==> config.mk <==
export PLATFORM = sky130hd
export DESIGN_NAME = csad_decoder
export DESIGN_NICKNAME = d
export VERILOG_FILES = /design/src/verilog/csad_pkg.sv /design/src/verilog/csad_area_if.sv /design/src/verilog/csad_area_match.sv /design/src/verilog/csad_decoder.sv
export SDC_FILE = /design/constraint.sdc
export NUM_CORES = 1
export LEC_CHECK = 0
export ABC_AREA = 1
export BUFFER_PORTS_ARGS = -buffer_cell sky130_fd_sc_hd__clkbuf_2
export CAP_MARGIN = 20
export CORE_UTILIZATION = 30
export CTS_CLUSTER_SIZE = 28
export DETAILED_ROUTE_END_ITERATION = 10
export SLEW_MARGIN = 20
export SYNTH_ARGS = -nofsm -noshare
export SYNTH_HDL_FRONTEND = slang
export SYNTH_HIERARCHICAL = 1
export SYNTH_SLANG_ARGS = --single-unit
==> constraint.sdc <==
create_clock -name clk_i -period 1.7 [get_ports clk_i]
set_clock_uncertainty 0.2 [all_clocks]
set_input_delay 0.34 -clock clk_i [delete_from_list [all_inputs] [get_ports clk_i]]
set_output_delay 0.34 -clock clk_i [all_outputs]
set_load 0.05 [all_outputs]
==> src/verilog/csad_pkg.sv <==
// Constants and types of the chip select area decoder
package csad_pkg;

    // Register indices; byte address is four times the index
    localparam logic [7:0]  IDX_AREA0_BASE     = 8'h94;
    localparam logic [7:0]  IDX_AREA0_SIZE     = 8'h95;
    localparam logic [7:0]  IDX_AREA1_BASE     = 8'h96;
    localparam logic [7:0]  IDX_AREA1_SIZE     = 8'h97;
    localparam logic [7:0]  IDX_AREA2_BASE     = 8'h98;
    localparam logic [7:0]  IDX_AREA2_SIZE     = 8'h99;
    localparam logic [7:0]  IDX_AREA3_BASE     = 8'h9a;
    localparam logic [7:0]  IDX_AREA3_SIZE     = 8'h9b;
    localparam logic [7:0]  IDX_AREA0_CONTROL  = 8'h9c;
    localparam logic [7:0]  IDX_AREA3_CONTROL  = 8'h9f;
    localparam logic [7:0]  IDX_OUTSIDE_CTRL   = 8'ha0;
    localparam logic [7:0]  IDX_PIN_FUNCTION   = 8'ha1;

    localparam int          ADDR_W             = 12;
    localparam int          NUM_AREAS          = 4;

    // Reset values
    localparam logic [7:0]  RST_BASE           = 8'hff;
    localparam logic [7:0]  RST_SIZE_MASK      = 8'hff;
    localparam logic [7:0]  RST_CTRL_OFF       = 8'h00;
    localparam logic [7:0]  RST_CTRL_AREA2     = 8'h80;
    localparam logic [7:0]  RST_OUTSIDE_CTRL   = 8'h00;
    localparam logic [3:0]  RST_PIN_FUNCTION   = 4'h0;

    // Control register fields
    localparam int          CTL_ENABLE         = 7;
    localparam int          CTL_MODE           = 6;
    localparam int          CTL_WAVE_HI        = 5;
    localparam int          CTL_WAVE_LO        = 4;
    localparam int          CTL_BUS8           = 3;
    localparam int          CTL_WAIT_HI        = 2;

    // Area two fixed window while its mode bit is clear
    localparam logic [23:0] AREA2_FIXED_LOW    = 24'h0008a0;
    localparam logic [23:0] AREA2_TOP_SHORT    = 24'hfeffff;
    localparam logic [23:0] AREA2_TOP_FULL     = 24'hffffff;

    typedef enum logic [1:0] {
        CSAD_WAVE_ROM   = 2'b00,
        CSAD_WAVE_PSEUDO_STATIC_MEMORY = 2'b01
    } csad_wave_t;

    function automatic logic [ADDR_W-1:0] csad_byte_addr(input logic [7:0] idx);
        return {2'b00, idx, 2'b00};
    endfunction

endpackage

==> src/verilog/csad_area_if.sv <==
// Link between the decoder core and one area comparator
`timescale 1ns/1ps
`default_nettype none
interface csad_area_if;
    logic [23:0] addr;
    logic [7:0]  base;
    logic [7:0]  size_mask;
    logic        enable;
    logic        mode;
    logic        hit;

    modport core (output addr, output base, output size_mask, output enable,
                  output mode, input hit);
    modport cmp  (input addr, input base, input size_mask, input enable,
                  input mode, output hit);
endinterface
`default_nettype wire

==> src/verilog/csad_area_match.sv <==
// One area comparator: base and per-bit mask against the bus address
`timescale 1ns/1ps
`default_nettype none
module csad_area_match
    import csad_pkg::*;
#(
    parameter int       AREA     = 0,
    parameter bit       TOP_FULL = 1'b0
) (
    csad_area_if.cmp    area
);

    localparam logic [23:0] AREA2_TOP = TOP_FULL ? AREA2_TOP_FULL : AREA2_TOP_SHORT;

    // Expands a mask register into ignored address bits 23..8
    function automatic logic [15:0] ignore_bits(input logic [7:0] m);
        logic [15:0] ig;
        ig = 16'h0000;
        if (AREA == 0) begin
            // [RL5] Area zero mapping
            ig[12:7] = m[7:2];
            ig[6:1]  = {6{m[1]}};
            ig[0]    = m[0];
        end else if (AREA == 1) begin
            // [RL6] Area one mapping
            ig[13:8] = m[7:2];
            ig[7:1]  = {7{m[1]}};
            ig[0]    = m[0];
        end else begin
            // [RL7] Areas two, three
            ig[14:7] = m[7:0];
            // Smallest area is 32 Kbytes, so bits 14..8 never take part
            ig[6:0]  = 7'h7f;
        end
        return ig;
    endfunction

    logic [15:0] diff;
    logic        masked_hit;
    logic        fixed_hit;

    // [RL3] Base low bits zero
    assign diff       = area.addr[23:8] ^ {area.base, 8'h00};
    // [RL4] Masked bits excluded
    // [RL19] Upper bits always compared
    assign masked_hit = (diff & ~ignore_bits(area.size_mask)) == 16'h0000;
    // [RL11] Fixed area two window
    assign fixed_hit  = (area.addr >= AREA2_FIXED_LOW) && (area.addr <= AREA2_TOP);

    // [RL19] Disabled area never hits
    assign area.hit = area.enable &&
                      ((AREA == 2 && !area.mode) ? fixed_hit : masked_hit);

endmodule // csad_area_match
`default_nettype wire

==> src/verilog/csad_decoder.sv <==
// Chip select area decoder with APB register file
// Behaviour
// [RL1] Four programmable areas, each with own width and wait, plus a default.
// [RL2] Each bus cycle compares address to areas; match drives select and settings.
// [RL3] Base registers hold address bits 23..16; lower bits are zero.
// [RL4] Only address bits with mask bit zero take part in comparison.
// [RL5] Area zero mask covers bits 20..8, sizes 256 bytes to 2 Mbytes.
// [RL6] Area one mask covers bits 21..8, sizes 256 bytes to 4 Mbytes.
// [RL7] Areas two and three mask bits 22..15, 32 Kbytes to 8 Mbytes.
// [RL8] Software derives area zero mask from end minus start, bits 20..8.
// [RL9] Reset loads all base and mask registers with all ones.
// [RL10] Reset disables areas zero, one and three.
// [RL11] Reset enables area two, mode zero, over its fixed address window.
// [RL12] Unmatched addresses use the outside-area width and wait settings.
// [RL13] Select drives its pin only once its pin function bit is set.
// [RL14] Select waveform follows the area's ROM or pseudo-static style.
// [RL15] Lowest numbered matching area wins.
// [RL16] Control bit 7 is the area master enable.
// [RL17] Control bit 3 selects bus width: 0 is 16-bit, 1 is 8-bit.
// [RL18] Control bits 5..4 select waveform: 00 ROM style, 01 pseudo-static.
// [RL19] Unmaskable upper bits always compared; disabled areas never match.
`timescale 1ns/1ps
`default_nettype none
module csad_decoder
    import csad_pkg::*;
#(
    parameter bit                   AREA2_TOP_FULL = 1'b0
) (
    input  wire logic               clk_i,
    input  wire logic               rst_i,
    // APB slave
    input  wire logic               psel_i,
    input  wire logic               penable_i,
    input  wire logic               pwrite_i,
    input  wire logic [ADDR_W-1:0]  paddr_i,
    input  wire logic [31:0]        pwdata_i,
    output logic      [31:0]        prdata_o,
    output logic                    pready_o,
    output logic                    pslverr_o,
    // Bus cycle from the CPU side
    input  wire logic               bus_cycle_i,
    input  wire logic               bus_strobe_i,
    input  wire logic [23:0]        bus_addr_i,
    // Chip select pins and cycle settings
    output logic      [3:0]         area_select_n_o,
    output logic      [3:0]         area_select_oe_n_o,
    output logic                    bus_8bit_o,
    output logic      [2:0]         wait_count_o,
    output logic                    area_hit_o,
    output logic      [1:0]         area_index_o
);

    typedef struct packed {
        logic [3:0][7:0] base;
        logic [3:0][7:0] size_mask;
        logic [3:0][7:0] control;
        logic [7:0]      outside;
        logic [3:0]      pin_function;
        logic [31:0]     prdata;
        logic            pready;
        logic            pslverr;
        logic [3:0]      select_n;
        logic [3:0]      select_oe_n;
        logic            bus_8bit;
        logic [2:0]      wait_count;
        logic            hit;
        logic [1:0]      index;
    } csad_state_t;

    csad_state_t st;
    csad_state_t next_st;

    logic [3:0]  hits;
    csad_area_if aif[NUM_AREAS] ();

    genvar g;
    generate
        for (g = 0; g < NUM_AREAS; g++) begin : g_area
            assign aif[g].addr      = bus_addr_i;
            assign aif[g].base      = st.base[g];
            assign aif[g].size_mask = st.size_mask[g];
            // [RL16] Master enable bit
            assign aif[g].enable    = st.control[g][CTL_ENABLE];
            assign aif[g].mode      = st.control[g][CTL_MODE];
            assign hits[g]          = aif[g].hit;
            csad_area_match #(
                .AREA     (g),
                .TOP_FULL (AREA2_TOP_FULL)
            ) u_match (
                .area     (aif[g].cmp)
            );
        end
    endgenerate

    // Maps an APB byte address to a register slot; returns valid flag
    function automatic logic decode(input logic [ADDR_W-1:0] a, output logic [7:0] idx);
        idx = a[ADDR_W-3:2];
        // Upper address bits must be clear, or registers would alias
        return (a[ADDR_W-1:ADDR_W-2] == 2'b00) && (a[1:0] == 2'b00) &&
               (idx >= IDX_AREA0_BASE) && (idx <= IDX_PIN_FUNCTION);
    endfunction

    function automatic logic [7:0] read_reg(input csad_state_t s, input logic [7:0] idx);
        logic [7:0] off;
        off = idx - IDX_AREA0_BASE;
        if (idx <= IDX_AREA3_SIZE) begin
            read_reg = off[0] ? s.size_mask[off[2:1]] : s.base[off[2:1]];
        end else if (idx <= IDX_AREA3_CONTROL) begin
            read_reg = s.control[2'(idx - IDX_AREA0_CONTROL)];
        end else if (idx == IDX_OUTSIDE_CTRL) begin
            read_reg = s.outside;
        end else begin
            read_reg = {4'h0, s.pin_function};
        end
    endfunction

    always_comb begin
        logic [7:0] idx;
        logic [7:0] off;
        logic       valid;
        logic       setup;
        logic       access;
        logic [7:0] sel_ctrl;
        logic [3:0] win;
        next_st  = st;
        idx      = 8'h00;
        off      = 8'h00;
        valid    = decode(paddr_i, idx);
        setup    = psel_i && !penable_i;
        access   = psel_i && penable_i && st.pready;
        sel_ctrl = st.outside;
        win      = 4'h0;

        // Answer in the access phase right after setup
        next_st.pready  = setup;
        next_st.pslverr = setup && !valid;
        if (setup) begin
            next_st.prdata = (valid && !pwrite_i) ? {24'h000000, read_reg(st, idx)}
                                                  : 32'h00000000;
        end

        if (access && pwrite_i && valid) begin
            off = idx - IDX_AREA0_BASE;
            if (idx <= IDX_AREA3_SIZE) begin
                if (off[0]) begin
                    // [RL8] Mask value written as given
                    next_st.size_mask[off[2:1]] = pwdata_i[7:0];
                end else begin
                    // [RL3] Base high bits
                    next_st.base[off[2:1]] = pwdata_i[7:0];
                end
            end else if (idx <= IDX_AREA3_CONTROL) begin
                // [RL1] Per-area settings
                next_st.control[2'(idx - IDX_AREA0_CONTROL)] = pwdata_i[7:0];
            end else if (idx == IDX_OUTSIDE_CTRL) begin
                // Only width and wait fields exist here
                next_st.outside = {4'h0, pwdata_i[3:0]};
            end else begin
                next_st.pin_function = pwdata_i[3:0];
            end
        end

        // [RL15] Lowest area wins
        for (int i = NUM_AREAS - 1; i >= 0; i--) begin
            if (hits[i]) begin
                win = 4'h0;
                win[i] = 1'b1;
                sel_ctrl = st.control[i];
                next_st.index = 2'(i);
            end
        end

        // [RL2] Per-cycle decode
        if (bus_cycle_i) begin
            next_st.hit = |hits;
            // [RL12] Outside-area default
            // [RL17] Bus width bit
            next_st.bus_8bit   = sel_ctrl[CTL_BUS8];
            next_st.wait_count = sel_ctrl[CTL_WAIT_HI:0];
            if (!(|hits)) begin
                next_st.index = 2'b00;
            end
        end else begin
            next_st.hit   = 1'b0;
            next_st.index = 2'b00;
        end

        for (int i = 0; i < NUM_AREAS; i++) begin
            // [RL14] Waveform per area
            // [RL18] ROM holds for cycle, pseudo-static follows strobe
            if (csad_wave_t'(st.control[i][CTL_WAVE_HI:CTL_WAVE_LO]) == CSAD_WAVE_PSEUDO_STATIC_MEMORY) begin
                next_st.select_n[i] = !(bus_cycle_i && win[i] && bus_strobe_i);
            end else begin
                next_st.select_n[i] = !(bus_cycle_i && win[i]);
            end
            // [RL13] Pin driven only when function bit set
            next_st.select_oe_n[i] = !st.pin_function[i];
        end

        if (rst_i) begin
            // [RL9] All ones on reset
            next_st.base         = {NUM_AREAS{RST_BASE}};
            next_st.size_mask    = {NUM_AREAS{RST_SIZE_MASK}};
            // [RL10] Areas zero, one, three off
            // [RL11] Area two on, mode zero
            next_st.control      = {RST_CTRL_OFF, RST_CTRL_AREA2, RST_CTRL_OFF, RST_CTRL_OFF};
            next_st.outside      = RST_OUTSIDE_CTRL;
            next_st.pin_function = RST_PIN_FUNCTION;
            next_st.prdata       = 32'h00000000;
            next_st.pready       = 1'b0;
            next_st.pslverr      = 1'b0;
            next_st.select_n     = 4'hf;
            next_st.select_oe_n  = 4'hf;
            next_st.bus_8bit     = 1'b0;
            next_st.wait_count   = 3'h0;
            next_st.hit          = 1'b0;
            next_st.index        = 2'b00;
        end
    end

    always_ff @(posedge clk_i) begin
        st <= next_st;
    end

    assign prdata_o           = st.prdata;
    assign pready_o           = st.pready;
    assign pslverr_o          = st.pslverr;
    assign area_select_n_o    = st.select_n;
    assign area_select_oe_n_o = st.select_oe_n;
    assign bus_8bit_o         = st.bus_8bit;
    assign wait_count_o       = st.wait_count;
    assign area_hit_o         = st.hit;
    assign area_index_o       = st.index;

endmodule // csad_decoder
`default_nettype wire

==> results.rst <==
.. list-table::
   :header-rows: 1

   * - Metric
     - Value
   * - Outcome
     - complete, but fails checks
   * - Violated checks
     - negative setup slack
   * - Total global routing track utilization
     - 0.220
   * - Placed standard-cell area
     - 0.00914 mm^2
   * - Pin count of the biggest net entering global routing
     - 34
   * - Wire length of the first global-routing pass
     - 41000 um
   * - Initial standard-cell utilization of the core
     - 0.309
   * - Placed wire-length estimate after detailed placement
     - 20100 um
   * - Number of instances in the synthesized netlist
     - 1188
   * - CTS tree
     - yes
   * - Post-synthesis instance area
     - 0.00734 mm^2
   * - Vias in the first global route
     - 7580
   * - Antenna Cells
     - 0
   * - Proportion of layout cells with a drive suffix above 1
     - 0.281
   * - # nets final
     - 1485
   * - Antenna-violating nets left
     - 0
   * - Top Ports
     - 124
   * - Cell Rows
     - 56
   * - Pre-CTS setup slack
     - -535 ps
   * - Adder and majority gate portion of the synthesized area
     - 0
   * - Pins over their slew limit
     - 0
   * - Synth Register Bits
     - 129
   * - Max Freq
     - 521 MHz
   * - Antenna violations before repair
     - 0
   * - Worst Path Required
     - 1820 ps
   * - Buffer levels on the longest clock path
     - 2
   * - XOR/XNOR Fraction of Synth Area
     - 0
   * - Total number of H-tree levels
     - 4
   * - Die Wd
     - 158 um
   * - Total chip power
     - 7.73 mW
   * - Cell area after layout
     - 0.0103 mm^2
   * - Die Outline Area
     - 0.0251 mm^2
   * - Share of the clock period used by the worst path after layout
     - 1.13
   * - Number of buffers inserted during clock tree synthesis
     - 17
   * - Power density normalized to cell area
     - 750 mW/mm^2
   * - CP Max Fanout
     - 5
   * - Root Buffer Master
     - clkbuf_16
   * - Area of the core
     - 0.0238 mm^2
   * - Cell variety after synth
     - 38
   * - Setup violation total in the final timing report
     - 10
   * - Wirelength per Cell
     - 15.9 um
   * - Critical path start-end classification
     - flop to flop
   * - Worst slew slack as a fraction of its limit
     - 0.625
   * - Count of buffers from port buffering
     - 70
   * - Top_reg_cell synth
     - dfxtp_1
   * - LEAKAGE
     - 5.46 nW
   * - Fraction of synthesized area in multiplexers
     - 0
   * - Detailed router's first-iteration violation count
     - 697
   * - Drt first pass iters
     - 5
   * - Synth Area in Simple Gates
     - 0.419
   * - Number of failing hold endpoints at the final stage
     - 0
   * - Sequential element share of the synthesized area
     - 0.352
   * - Global route overflow
     - 0
   * - Type of element capturing the critical path
     - flop
   * - Utilization after layout
     - 0.434
   * - Area contributors post-synth
     - dfxtp_1 (35%), nand2_1 (21%), nor2_1 (8.1%)
   * - Hold Crit Class
     - input port to flop
   * - DRC Markers
     - 0
   * - Synthesized area per cell
     - 6.18 um^2
   * - Via count
     - 8320
   * - Clk slew on worst S/H paths
     - 60 ps
   * - Worst EP arrival
     - 2040 ps
   * - Total number of clock tree sinks
     - 129
   * - Placer's final routability congestion estimate
     - 0.937
   * - Area Overhead vs Synth
     - 40.4%
   * - Share of synthesized flip-flops with an asynchronous set or reset
     - 0
   * - Max-cap check violation count
     - 0
   * - Worst hold margin
     - 74.5 ps
   * - Startpoint types
     - flop
   * - Cells after DPL
     - 1695
   * - Compound-Gate Fraction of Synth Area
     - 0.0803
   * - Average via count per standard cell
     - 4.78
   * - Dominant combinational cell family by area after synthesis
     - simple AND/OR/NAND/NOR gates
   * - Clock latency at the later pin of the worst-skew pair
     - 430 ps
   * - Top cell type's share of synthesized area
     - 0.352
   * - Setup repair after global routing missed its margin
     - true
   * - Final Instance Count excl. Fillers
     - 1742
   * - Measured slew at the worst slew-check pin
     - 563 ps
   * - Vertical extent of the die
     - 158 um
   * - Commonest cells after routing, fill and taps aside
     - nand2_1 (401), buf_4 (161), nor2_1 (150)
   * - Min Clock Period, post-route
     - 1920 ps
   * - Most common cell after layout, fill and taps aside
     - nand2_1
   * - Peak ir drop on the vdd network
     - 0.682 mV
   * - Sum Neg Setup Slack
     - -1450 ps
   * - Count of flip-flops with a built-in enable after synthesis
     - 0
   * - Warning count from the yosys run
     - 6
   * - Largest area contributor in the netlist
     - dfxtp_1
   * - Total length of routed wires
     - 27600 um
   * - Worst Slack Setup Final
     - -220 ps
worst paths after layout:
| check | endpoint | cells past startpoint | slack (ps) | startpoint |
|---|---|---|---|---|
| setup / recovery | wait_count_o[2]$_SDFFE_PP0P_ | 14 | -220 | aif[2].base[6]$_SDFFE_PP1P_ |
| hold / removal | area_select_n_o[0]$_SDFF_PP1_ | 3 | 70 | rst_i |
| hold reg to reg | area_select_oe_n_o[2]$_SDFF_PP1_ | 1 | 190 | st[51]$_SDFFE_PP0P_ |
| setup reg to reg | wait_count_o[2]$_SDFFE_PP0P_ | 14 | -220 | aif[2].base[6]$_SDFFE_PP1P_ |
synth_stat cells, types with 2 or more instances:
master and n:
o22ai_1 10, nand3b_1 6, o311ai_0 3, nand4_1 18, a221oi_1 2, a22oi_1 3
nor2_1 159, clkbuf_1 22, o21ai_0 37, buf_6 2, nand2_2 4, nor2_2 7
nand3_4 5, nand2_1 414, or2_1 2, inv_2 12, nand3_1 93, buf_2 8
or2_0 3, nand3_2 9, dfxtp_1 129, inv_1 137, a41oi_1 2, buf_4 47
o21ai_2 2, o21ai_1 3, a21oi_1 38
routing by layer:
| metal | GRT usage | part of all wire | vias to the layer above |
|---|---|---|---|
| met5 | 0 | 0 | - |
| met4 | 0.107 | 0.049 | 0 |
| met2 | 0.352 | 0.46 | 354 |
| met3 | 0.0359 | 0.073 | 80 |
| li1 | - | - | 4085 |
| met1 | 0.286 | 0.42 | 3801 |
cell type report:
cell class | instances | area (um^2)
multi-input cells | 853 | 4100
well taps | 319 | 399
flip-flops and latches | 129 | 2610
fillers | 2385 | 13400
repair buffers | 259 | 2010
inverters | 150 | 582
clock inverters | 13 | 160
clock buffers | 19 | 443
flip-flops by register name, indices dropped and copies added (netlist names), 3 cells and up:
register / count
aif.base: 32
aif.size_mask: 32
st: 32
prdata_o: 8
aif.enable: 4
aif.mode: 4
area_select_n_o: 4
area_select_oe_n_o: 4
wait_count_o: 3
kinds of logic after synthesis:
family / after synthesis
buffers and inverters: 231
other: 1
AND/OR/NAND/NOR: 723
flip-flops: 129
AO/OA/AOI/OAI: 104
worst max-delay path: stages, from the launching register on:
cell and delay [ps]:
dfxtp_2 340, or2_0 190, nand2_1 70, nand2_1 50
nor2_1 90, nand2_1 60, nand2_1 70, nand2_2 60
nor2_4 120, buf_12 140, nor2_4 50, a22oi_2 130
o21ai_1 100, nand2_1 80, a21oi_1 60
timing repair:
| item | in CTS | in global routing |
|---|---|---|
| hold buffers | 1 | 0 |
| hold endpoints to repair | 1 | 0 |
| pin swaps | 6 | 35 |
| resized for setup | 27 | 89 |
| setup buffers | 3 | 9 |
| endpoints found under the setup margin | 31 | 69 |
| gates cloned | 0 | 4 |
power by group:
group / internal [mW] / leakage [nW] / switching [mW]
Combinational: 0.257 / 4.13 / 0.598
Sequential: 3.03 / 1.04 / 0.00453
Clock: 2.34 / 0.293 / 1.50
Total: 5.63 / 5.46 / 2.10
No activity file was read; power rests on OpenSTA's default activity.
